--- config.mk ---
export PLATFORM = sky130hd
export DESIGN_NAME = t8w_timer
export DESIGN_NICKNAME = d
export VERILOG_FILES = /design/src/t8w_pkg.sv /design/src/t8w_timer.sv
export VERILOG_INCLUDE_DIRS = /design/src
export SDC_FILE = /design/constraint.sdc
export NUM_CORES = 1
export LEC_CHECK = 0
export BUFFER_PORTS_ARGS = -buffer_cell sky130_fd_sc_hd__buf_2
export CAP_MARGIN = 0
export CORE_MARGIN = 5
export CORE_UTILIZATION = 35
export DETAILED_ROUTE_END_ITERATION = 6
export PLACE_DENSITY = 0.62
export SLEW_MARGIN = 30
export SYNTH_ARGS = -nofsm -noshare
export SYNTH_HDL_FRONTEND = slang
export SYNTH_SLANG_ARGS = --single-unit
--- constraint.sdc ---
create_clock -name clk_sys -period 3.6 [get_ports clk_sys]
set_clock_uncertainty 0.05 [all_clocks]
set_input_delay 0.36 -clock clk_sys [delete_from_list [all_inputs] [get_ports clk_sys]]
set_output_delay 0.36 -clock clk_sys [all_outputs]
set_load 0.1 [all_outputs]
--- src/t8w_consts.svh ---
// Constants of the 8-bit timer with waveform modes: offsets, fields, resets, limits.
// Assumes inclusion by bare name from the package and the timer module.
`ifndef T8W_CONSTS_SVH
`define T8W_CONSTS_SVH

// ==========================================================================
// Register offsets
`define T8W_ADDR_W 3
`define T8W_OFS_CTRL 3'h0
`define T8W_OFS_COUNT 3'h1
`define T8W_OFS_COMPARE 3'h2
`define T8W_OFS_FLAGS 3'h3
`define T8W_OFS_PORT 3'h4
`define T8W_OFS_STATUS 3'h5

// ==========================================================================
// Field positions
`define T8W_CTRL_FORCE_BIT 7
`define T8W_FLAG_CMP_BIT 0
`define T8W_FLAG_OVF_BIT 1
`define T8W_PORT_DIR_BIT 0
`define T8W_PORT_DATA_BIT 1
`define T8W_STAT_WAVE_BIT 0
`define T8W_STAT_DOWN_BIT 1

// ==========================================================================
// Reset values and counter limits
`define T8W_CTRL_RST 7'h00
`define T8W_BYTE_RST 8'h00
`define T8W_BOTTOM 8'h00
`define T8W_MAX 8'hFF
`define T8W_PRESC_W 10

// ==========================================================================
// Prescaler taps: low bits that must all be one for a divided tick
`define T8W_DIV8_BITS 3
`define T8W_DIV64_BITS 6
`define T8W_DIV256_BITS 8
`define T8W_DIV1024_BITS 10

`endif

--- src/t8w_pkg.sv ---
// Types shared by the 8-bit timer with waveform modes.
// Assumes the constants header sits in the same folder.
`include "t8w_consts.svh"

package t8w_pkg;

    // ======================================================================
    // Waveform modes, in the order of their select codes
    typedef enum logic [1:0] {
        T8W_MODE_NORMAL,
        T8W_MODE_PHASE,
        T8W_MODE_CLEAR,
        T8W_MODE_FAST
    } t8w_wave_mode_t;

    // ======================================================================
    // Control register image, high bits first in the byte
    typedef struct packed {
        logic [2:0] clk_sel;
        logic [1:0] out_mode_sel;
        t8w_wave_mode_t wave_mode_sel;
    } t8w_ctrl_t;

    // ======================================================================
    // One register bus request
    typedef struct packed {
        logic wr;
        logic rd;
        logic [`T8W_ADDR_W-1:0] addr;
        logic [7:0] wdata;
    } t8w_bus_req_t;

endpackage

--- src/t8w_timer.sv ---
// 8-bit timer/counter with clear-on-compare, fast PWM and phase-correct PWM.
// Assumes a plain register port on clk_sys and an asynchronous external count pin.
//
// Contract
// - Mode 2 clears count_value when it equals compare_value.
// - Clear-on-compare sets compare_flag each time the count reaches top.
// - Clear-on-compare writes act at once; a passed match waits for wrap.
// - Clear-on-compare with out mode 1 toggles wave_out on each match.
// - The pin shows the waveform only while its direction is output.
// - Tick is clock divided by 1, 8, 64, 256 or 1024.
// - Clear-on-compare sets overflow_flag on the tick from maximum to zero.
// - Mode 3 counts bottom to maximum, then clears on the next tick.
// - Fast PWM sets overflow_flag each time the count reaches maximum.
// - Fast PWM out mode 2 clears on match, sets at wrap; 3 inverts.
// - Fast PWM period is 256 ticks.
// - Fast PWM extremes: bottom gives one-tick spike, maximum a constant level.
// - Fast PWM out mode 1 toggles on match, compare still double buffered.
// - Mode 1 counts up then down, one tick at maximum per turn.
// - Phase-correct resolution is fixed at eight bits.
// - Phase-correct out mode 2 clears on up match, sets on down; 3 inverts.
// - Phase-correct sets overflow_flag at bottom, not at maximum.
// - Phase-correct period is 510 ticks.
// - Phase-correct extremes: bottom holds low, maximum holds high, inverted opposite.
// - Fully synchronous counter; tick is only a clock enable.
// - PWM modes load compare_value from a buffer at top; others immediately.
// - A match sets compare_flag on the next tick.
// - Out mode 0 leaves wave_out untouched at matches.
//
// Added by the designer: the register offsets and strobed register access.
`timescale 1ns/100ps
`include "t8w_consts.svh"

module t8w_timer (
    // Clock and reset
    input wire logic clk_sys,
    input wire logic reset,
    // Register port
    input wire t8w_pkg::t8w_bus_req_t bus_req,
    output logic [7:0] rdata,
    // External count source pin
    input wire logic ext_count_pin,
    // Waveform pin and flags
    output logic pin_out,
    output logic pin_oe,
    output logic compare_flag,
    output logic overflow_flag
);

    // ======================================================================
    // State
    t8w_pkg::t8w_ctrl_t ctrl_reg, ctrl_next;
    logic [7:0] count_value_reg, count_value_next;
    logic [7:0] compare_buf_reg, compare_buf_next;
    logic [7:0] compare_value_reg, compare_value_next;
    logic [`T8W_PRESC_W-1:0] presc_reg, presc_next;
    logic count_down_reg, count_down_next;
    logic block_reg, block_next;
    logic wave_out_reg, wave_out_next;
    logic cmp_flag_reg, cmp_flag_next;
    logic ovf_flag_reg, ovf_flag_next;
    logic pin_dir_reg, pin_dir_next;
    logic port_data_reg, port_data_next;
    logic pin_out_reg, pin_out_next;
    logic pin_oe_reg, pin_oe_next;
    logic [7:0] rdata_reg, rdata_next;
    logic ext_sync1_reg, ext_sync2_reg, ext_prev_reg;

    // ======================================================================
    // External pin synchroniser; only the second stage feeds the edge detect.
    always_ff @(posedge clk_sys or posedge reset) begin
        if (reset) begin
            ext_sync1_reg <= 1'b0;
            ext_sync2_reg <= 1'b0;
            ext_prev_reg <= 1'b0;
        end else begin
            ext_sync1_reg <= ext_count_pin;
            ext_sync2_reg <= ext_sync1_reg;
            ext_prev_reg <= ext_sync2_reg;
        end
    end

    // ======================================================================
    // Next-state logic
    logic tick;
    logic match;
    logic at_max;
    logic pwm_mode;
    logic cmp_set;
    logic ovf_set;
    logic force_hit;

    always_comb begin
        ctrl_next = ctrl_reg;
        count_value_next = count_value_reg;
        compare_buf_next = compare_buf_reg;
        compare_value_next = compare_value_reg;
        count_down_next = count_down_reg;
        block_next = block_reg;
        wave_out_next = wave_out_reg;
        pin_dir_next = pin_dir_reg;
        port_data_next = port_data_reg;
        cmp_set = 1'b0;
        ovf_set = 1'b0;
        force_hit = 1'b0;
        presc_next = presc_reg + `T8W_PRESC_W'(1);

        // Every divided rate is a one-cycle enable, never a derived clock.
        unique case (ctrl_reg.clk_sel)
            3'h0: tick = 1'b0;
            3'h1: tick = 1'b1;
            3'h2: tick = &presc_reg[`T8W_DIV8_BITS-1:0];
            3'h3: tick = &presc_reg[`T8W_DIV64_BITS-1:0];
            3'h4: tick = &presc_reg[`T8W_DIV256_BITS-1:0];
            3'h5: tick = &presc_reg[`T8W_DIV1024_BITS-1:0];
            3'h6: tick = ext_prev_reg & ~ext_sync2_reg;
            3'h7: tick = ~ext_prev_reg & ext_sync2_reg;
        endcase

        pwm_mode = ctrl_reg.wave_mode_sel == t8w_pkg::T8W_MODE_PHASE ||
                   ctrl_reg.wave_mode_sel == t8w_pkg::T8W_MODE_FAST;
        at_max = count_value_reg == `T8W_MAX;
        // A count write hides the match for one tick.
        match = (count_value_reg == compare_value_reg) && !block_reg;

        if (tick) begin
            block_next = 1'b0;
            cmp_set = match;
            unique case (ctrl_reg.wave_mode_sel)
                t8w_pkg::T8W_MODE_NORMAL: begin
                    count_value_next = count_value_reg + 8'h01;
                    ovf_set = at_max;
                    if (match) begin
                        unique case (ctrl_reg.out_mode_sel)
                            2'h0: wave_out_next = wave_out_reg;
                            2'h1: wave_out_next = ~wave_out_reg;
                            2'h2: wave_out_next = 1'b0;
                            2'h3: wave_out_next = 1'b1;
                        endcase
                    end
                end
                t8w_pkg::T8W_MODE_CLEAR: begin
                    // Compare below the count misses; the count runs on to wrap.
                    count_value_next = match ? `T8W_BOTTOM : count_value_reg + 8'h01;
                    ovf_set = at_max;
                    if (match) begin
                        unique case (ctrl_reg.out_mode_sel)
                            2'h0: wave_out_next = wave_out_reg;
                            2'h1: wave_out_next = ~wave_out_reg;
                            2'h2: wave_out_next = 1'b0;
                            2'h3: wave_out_next = 1'b1;
                        endcase
                    end
                end
                t8w_pkg::T8W_MODE_FAST: begin
                    // Wrap after maximum gives 256 ticks a period.
                    count_value_next = at_max ? `T8W_BOTTOM : count_value_reg + 8'h01;
                    ovf_set = at_max;
                    if (match && ctrl_reg.out_mode_sel == 2'h1) begin
                        wave_out_next = ~wave_out_reg;
                    end else if (ctrl_reg.out_mode_sel[1]) begin
                        // At maximum the wrap action wins over the match.
                        if (at_max) begin
                            wave_out_next = ~ctrl_reg.out_mode_sel[0];
                        end else if (match) begin
                            wave_out_next = ctrl_reg.out_mode_sel[0];
                        end
                    end
                    if (at_max) begin
                        compare_value_next = compare_buf_reg;
                    end
                end
                t8w_pkg::T8W_MODE_PHASE: begin
                    // Full 8-bit slope both ways: 255 up plus 255 down.
                    if (at_max) begin
                        count_down_next = 1'b1;
                        count_value_next = `T8W_MAX - 8'h01;
                        compare_value_next = compare_buf_reg;
                    end else if (count_value_reg == `T8W_BOTTOM) begin
                        count_down_next = 1'b0;
                        count_value_next = `T8W_BOTTOM + 8'h01;
                        ovf_set = 1'b1;
                    end else if (count_down_reg) begin
                        count_value_next = count_value_reg - 8'h01;
                    end else begin
                        count_value_next = count_value_reg + 8'h01;
                    end
                    if (ctrl_reg.out_mode_sel[1]) begin
                        if (at_max && compare_value_reg == `T8W_MAX) begin
                            wave_out_next = ~ctrl_reg.out_mode_sel[0];
                        end else if (match) begin
                            // Bottom and maximum both count as up-counting.
                            wave_out_next = (count_down_reg && !at_max &&
                                             count_value_reg != `T8W_BOTTOM) ^
                                            ctrl_reg.out_mode_sel[0];
                        end
                    end
                end
            endcase
        end

        // Software access comes last so a write overrides the same-cycle tick.
        if (bus_req.wr) begin
            unique case (bus_req.addr)
                `T8W_OFS_CTRL: begin
                    ctrl_next = t8w_pkg::t8w_ctrl_t'(bus_req.wdata[6:0]);
                    force_hit = bus_req.wdata[`T8W_CTRL_FORCE_BIT] && !pwm_mode;
                end
                `T8W_OFS_COUNT: begin
                    count_value_next = bus_req.wdata;
                    block_next = 1'b1;
                end
                `T8W_OFS_COMPARE: begin
                    compare_buf_next = bus_req.wdata;
                    if (!pwm_mode) begin
                        compare_value_next = bus_req.wdata;
                    end
                end
                `T8W_OFS_PORT: begin
                    pin_dir_next = bus_req.wdata[`T8W_PORT_DIR_BIT];
                    port_data_next = bus_req.wdata[`T8W_PORT_DATA_BIT];
                end
                default: ;
            endcase
        end

        // A forced match acts on the waveform only, without flag or clear.
        if (force_hit) begin
            unique case (bus_req.wdata[3:2])
                2'h0: wave_out_next = wave_out_reg;
                2'h1: wave_out_next = ~wave_out_reg;
                2'h2: wave_out_next = 1'b0;
                2'h3: wave_out_next = 1'b1;
            endcase
        end

        // Write one to clear; a set in the same cycle wins.
        cmp_flag_next = cmp_flag_reg | cmp_set;
        ovf_flag_next = ovf_flag_reg | ovf_set;
        if (bus_req.wr && bus_req.addr == `T8W_OFS_FLAGS) begin
            cmp_flag_next = (cmp_flag_reg & ~bus_req.wdata[`T8W_FLAG_CMP_BIT]) | cmp_set;
            ovf_flag_next = (ovf_flag_reg & ~bus_req.wdata[`T8W_FLAG_OVF_BIT]) | ovf_set;
        end

        // The waveform replaces port data while an out mode is chosen.
        pin_oe_next = pin_dir_next;
        pin_out_next = (ctrl_next.out_mode_sel != 2'h0) ? wave_out_next : port_data_next;

        rdata_next = 8'h00;
        if (bus_req.rd) begin
            unique case (bus_req.addr)
                `T8W_OFS_CTRL: rdata_next = {1'b0, ctrl_reg};
                `T8W_OFS_COUNT: rdata_next = count_value_reg;
                `T8W_OFS_COMPARE: rdata_next = compare_buf_reg;
                `T8W_OFS_FLAGS: rdata_next = {6'h00, ovf_flag_reg, cmp_flag_reg};
                `T8W_OFS_PORT: rdata_next = {6'h00, port_data_reg, pin_dir_reg};
                `T8W_OFS_STATUS: rdata_next = {6'h00, count_down_reg, wave_out_reg};
                default: rdata_next = 8'h00;
            endcase
        end
    end

    // ======================================================================
    // Registers
    always_ff @(posedge clk_sys or posedge reset) begin
        if (reset) begin
            ctrl_reg <= t8w_pkg::t8w_ctrl_t'(`T8W_CTRL_RST);
            count_value_reg <= `T8W_BYTE_RST;
            compare_buf_reg <= `T8W_BYTE_RST;
            compare_value_reg <= `T8W_BYTE_RST;
            presc_reg <= '0;
            count_down_reg <= 1'b0;
            block_reg <= 1'b0;
            wave_out_reg <= 1'b0;
            cmp_flag_reg <= 1'b0;
            ovf_flag_reg <= 1'b0;
            pin_dir_reg <= 1'b0;
            port_data_reg <= 1'b0;
            pin_out_reg <= 1'b0;
            pin_oe_reg <= 1'b0;
            rdata_reg <= 8'h00;
        end else begin
            ctrl_reg <= ctrl_next;
            count_value_reg <= count_value_next;
            compare_buf_reg <= compare_buf_next;
            compare_value_reg <= compare_value_next;
            presc_reg <= presc_next;
            count_down_reg <= count_down_next;
            block_reg <= block_next;
            wave_out_reg <= wave_out_next;
            cmp_flag_reg <= cmp_flag_next;
            ovf_flag_reg <= ovf_flag_next;
            pin_dir_reg <= pin_dir_next;
            port_data_reg <= port_data_next;
            pin_out_reg <= pin_out_next;
            pin_oe_reg <= pin_oe_next;
            rdata_reg <= rdata_next;
        end
    end

    assign rdata = rdata_reg;
    assign pin_out = pin_out_reg;
    assign pin_oe = pin_oe_reg;
    assign compare_flag = cmp_flag_reg;
    assign overflow_flag = ovf_flag_reg;

endmodule

After elaboration in Yosys (flattened, before gate mapping)
Cells that the tools add are included.

Add/subtract/negate cells: 3. Equal/unequal tests: 24. Muxes and demuxes: 50. Bitwise logic cells: 15. Reduce and logical (&&, ||, !) cells: 31.

Operators by type and width (count): $mux 8 (15); $pmux 8 s6 (1); $pmux 8 s4 (1); $mux 1 (26); $eq 3x3->1 const B (6); $eq 8x8->1 const B (2); $eq 2x2->1 const B (6); $eq 3x2->1 const B (4); $add 10x1->10 const B (1); $reduce_and 10->1 (1); $add 8x1->8 const B (1); $eq 8x8->1 (1); $logic_not 8->1 (1); $mux 4 (2); $pmux 1 s4 (2); $pmux 1 s8 (1); $reduce_and 8->1 (1); $reduce_bool 8->1 (1); $sub 8x1->8 const B (1); $logic_and 1x1->1 (7); $eq 2x1->1 const B (3); $eq 3x1->1 const B (2); $logic_not 2->1 (3); $logic_not 3->1 (2); 14 further kinds (32).

Register bits: 60. Input bits: 16. Output and inout bits: 12.

Longest topological paths before layout
Depth after elaboration: 12. Depth in mapped cells: 9. Depth with buffers taken out: 8.

Worst setup path before layout
No wires, ideal clock.

Kind: register to register. Start: reg count_value_reg[0]. End: reg count_value_reg[7]. Arrival time: 2224 ps. Required time: 3418 ps. Setup slack: 1195 ps. Stages on the path, launching flop included: 10. Buffers on the path: 1. Path through: dfrtp_1 > clkbuf_1 > inv_1 > ha_1 > or3b_2 > or2_2 > a221oi_4 > nor3b_1 > o211ai_1 > o211ai_2.

Cells in the longest elaborated chain, start to end: 8.

RTL lines: start, declared (line t8w_timer.sv:52) `logic [7:0] count_value_reg, count_value_next;`; start signal, assigned (line t8w_timer.sv:267) `` count_value_reg <= `T8W_BYTE_RST; ``; start signal, assigned (line t8w_timer.sv:283) `count_value_reg <= count_value_next;`; $add 8x1->8 or $sub 8x1->8 (tied branches); $mux 8 (line t8w_timer.sv:182) `end else if (count_down_reg) begin`; $mux 8 (line t8w_timer.sv:178) `` end else if (count_value_reg == `T8W_BOTTOM) begin ``; $mux 8 (line t8w_timer.sv:174) `if (at_max) begin`; $pmux 8 s4 (*) (line t8w_timer.sv:128) `unique case (ctrl_reg.wave_mode_sel)`; $mux 8 (*) (line t8w_timer.sv:125) `if (tick) begin`; $mux 8 (line t8w_timer.sv:203) `unique case (bus_req.addr)`; $mux 8 (*) (line t8w_timer.sv:202) `if (bus_req.wr) begin`; net count_value_next[7] (line t8w_timer.sv:52).

Mark *: on every way through the listed nets, which the timed path passes. The rest lies on a longest branch. A chain may end at the register's enable or synchronous reset.

Final worst setup path
Start: reg count_value_reg[0]. End: reg compare_value_reg[1].

Cells in the longest elaborated chain, start to end: 7.

RTL lines: $eq 8x8->1 (no line) (*); $mux 8 (*) (line t8w_timer.sv:168, t8w_timer.sv:174); $mux 8 (*); $mux 8 (*) (line t8w_timer.sv:125); $mux 8 (line t8w_timer.sv:214) `if (!pwm_mode) begin`; $mux 8 (line t8w_timer.sv:203); $mux 8 (*) (line t8w_timer.sv:202); net compare_value_next[1] (line t8w_timer.sv:54) `logic [7:0] compare_value_reg, compare_value_next;`; end signal, assigned (line t8w_timer.sv:269) `` compare_value_reg <= `T8W_BYTE_RST; ``; end signal, assigned (line t8w_timer.sv:285) `compare_value_reg <= compare_value_next;`; end, declared (line t8w_timer.sv:54).

Marked as above.

==> impl_metrics.env <==
export IMPL_outcome="finished clean"
export IMPL_initial_core_util=0.354
export IMPL_yosysTopAreaCellShare=0.414
export IMPL_fin_cells=552
export IMPL_finalMaxSlewViolations=0
export IMPL_die_height_um=112
export IMPL_vias=3136
export IMPL_clock_latency_ps=340
export IMPL_wl_per_cell_um=17.5
export IMPL_die_area_um2=12500
export IMPL_worst_pin_slew_ps=856
export IMPL_synth_edf_count=0
export IMPL_p_seq_frac=0.393
export IMPL_cts_max_level=3
export IMPL_synth_top_cell_by_area="dfrtp_1"
export IMPL_crit_fanout=11
export IMPL_swShare=0.415
export IMPL_netSwitchingPower_mw=1.16
export IMPL_hp_class="in -> async"
export IMPL_drc=0
export IMPL_cts_made_buffers=9
export IMPL_finalSetupTns_ps=0
export IMPL_ys_ff_latch=60
export IMPL_clk_pin_slew_worst_paths_ps=70
export IMPL_nets=433
export IMPL_syn_avg_cell_area_um2=9.20
export IMPL_powerDensity_nw_per_um2=682
export IMPL_io_pins=28
export IMPL_dp_hpwl_um=7210
export IMPL_cts_tree="built"
export IMPL_totalWireLength_um=9670
export IMPL_rsz0062_at_grt="false"
export IMPL_grt_total_usage=0.161
export IMPL_yosys_top_cells_count="dfrtp_1, nor2_1, nand2_1, o21ai_0, a21oi_1"
export IMPL_n_antenna_cell=0
export IMPL_synthesis_nets=415
export IMPL_combPwrFrac=0.355
export IMPL_drive_gt1_frac=0.190
export IMPL_finalCritPeriodShare=0.773
export IMPL_seq_area_frac_synth=0.414
export IMPL_postCtsSetupBuffers=0
export IMPL_core_area_um2=10200
export IMPL_postCtsResizedCells=0
export IMPL_worstPathRequired_ps=3740
export IMPL_largest_reg_flops=10
export IMPL_antenna_found_initial=0
export IMPL_finalSetupViolations=0
export IMPL_place_gp_congestion=0.956
export IMPL_grt_pass1_vias=3140
export IMPL_layout_min_cycle_time_ps=2780
export IMPL_ctsLongestPathBuffers=2
export IMPL_worstPathArrival_ps=2920
export IMPL_synth_warnings=0
export IMPL_synth_cell_area_um2=3630
export IMPL_synthArstFlopShare=1.00
export IMPL_relSlewSlack=0.424
export IMPL_viasPerCell=5.68
export IMPL_max_cap_violations=0
export IMPL_clock_sinks=60
export IMPL_cp_end_kind="flip-flop"
export IMPL_fp_row_count=37
export IMPL_crit_type="reg -> reg"
export IMPL_p_clk_frac=0.252
export IMPL_fmax_mhz=359
export IMPL_hold_viol=0
export IMPL_cts_root_buf="clkbuf_8"
export IMPL_die_w_um=112
export IMPL_synth_distinct_cells=64
export IMPL_dr_pass1_iters=5
export IMPL_syn_to_final_growth_pct=13.0
export IMPL_grt_max_degree=35
export IMPL_ant_nets=0
export IMPL_grt_overflow=0
export IMPL_numPlacedInstances=537
export IMPL_grt_pass1_wl_um=16100
export IMPL_cts_hold_buffers_added=0
export IMPL_crit_path_start_kind="flip-flop"
export IMPL_synth_area_leaders="dfrtp_1, mux2i_1, nor2_1"
export IMPL_leakage_nw=1.70
export IMPL_syn_inst=394
export IMPL_synth_most_common_cell="dfrtp_1"
export IMPL_drt_iter0_drc=179
export IMPL_synth_ff_type="dfrtp_1"
export IMPL_p_int_mw=1.63
export IMPL_io_buffer_count=27
export IMPL_ir_drop_v=0.000251
[critical path, cell delays in order, from the launching register on]
cell     delay (ps)
dfrtp_1         570
ha_1            320
nand4_4         160
or2_0           450
nor4_4          720
mux2i_1         280
a21oi_1          90
[per-stage QoR]
stage / util / hold slack, ps / instance area [um2] / total power, mW / worst slack, ps
after floorplan: - / 281 / 3630 / 1.86 / 1190
after global placement: 0.378 / 292 / 3860 / 2.08 / 965
after detailed placement: 0.378 / 294 / 3860 / 2.08 / 839
after CTS: 0.401 / 57.0 / 4100 / 2.80 / 822
after global routing: 0.401 / 49.3 / 4100 / 2.97 / 589
final: 0.401 / 81.0 / 4100 / 2.79 / 816
[cells in the final DEF, fill, tap and decap left out, types with 12 or more instances in the layout]
cell / instances
xnor2_1: 14
nor2_1: 42
nand2_1: 36
clkbuf_8: 12
dfrtp_1: 60
o21ai_0: 27
a21oi_1: 23
nand3_1: 13
mux2i_1: 19
buf_2: 27
mux2_2: 13
[routing by layer]
layer,global-route usage,routed length (um),up-vias
li1,-,-,1458
met1,0.199,4110,1547
met2,0.262,4710,109
met3,0.0435,564,22
met4,0.0762,278,0
met5,0,0,-
[kinds of logic (layout without fill, tap and decap cells)]
logic type                 Yosys count  after routing  synth area share
buffers and inverters               39             61            0.0462
xor gates and xnor gates            18             18            0.0435
DFF                                 60             60             0.414
muxes                               33             33            0.0990
AOI/OAI and AO/OA                   94             94             0.173
adders and majority gates            5              5            0.0173
and+or+nand+nor                    145            145             0.207
[area by class of cell]
type / count / area, um2
tap: 136 / 170
clock inverter: 3 / 68.8
inverter: 13 / 48.8
timing repair buffer: 33 / 180
clock buffer: 12 / 165
multi-input combinational: 295 / 1960
sequential: 60 / 1500
fill: 1002 / 6130
[path summary, 6_finish.rpt]
| check | from | endpoint | slack (ps) | cells after the start |
|---|---|---|---|---|
| max | count_value_reg[0] | compare_value_reg[1] | 820 | 6 |
| min | reset | presc_reg[5] | 80 | 2 |
| max reg2reg | count_value_reg[0] | compare_value_reg[1] | 820 | 6 |
| min reg2reg | ext_sync1_reg | ext_sync2_reg | 300 | 0 |
| max in group asynchronous | reset | count_value_reg[2] | 2560 | 3 |
| min in group clk_sys | ext_count_pin | ext_sync1_reg | 80 | 1 |
[power by group through the flow]
stage | sequential (mW) | clock, mW | combinational [mW]
after global routing | 1.12 | 0.760 | 1.09
after global placement | 1.10 | 0 | 0.979
after CTS | 1.09 | 0.725 | 0.989
after floorplan | 1.07 | 0 | 0.790
final | 1.10 | 0.703 | 0.993
after detailed placement | 1.10 | 0 | 0.984
No activity file was read; power rests on OpenSTA's default activity.
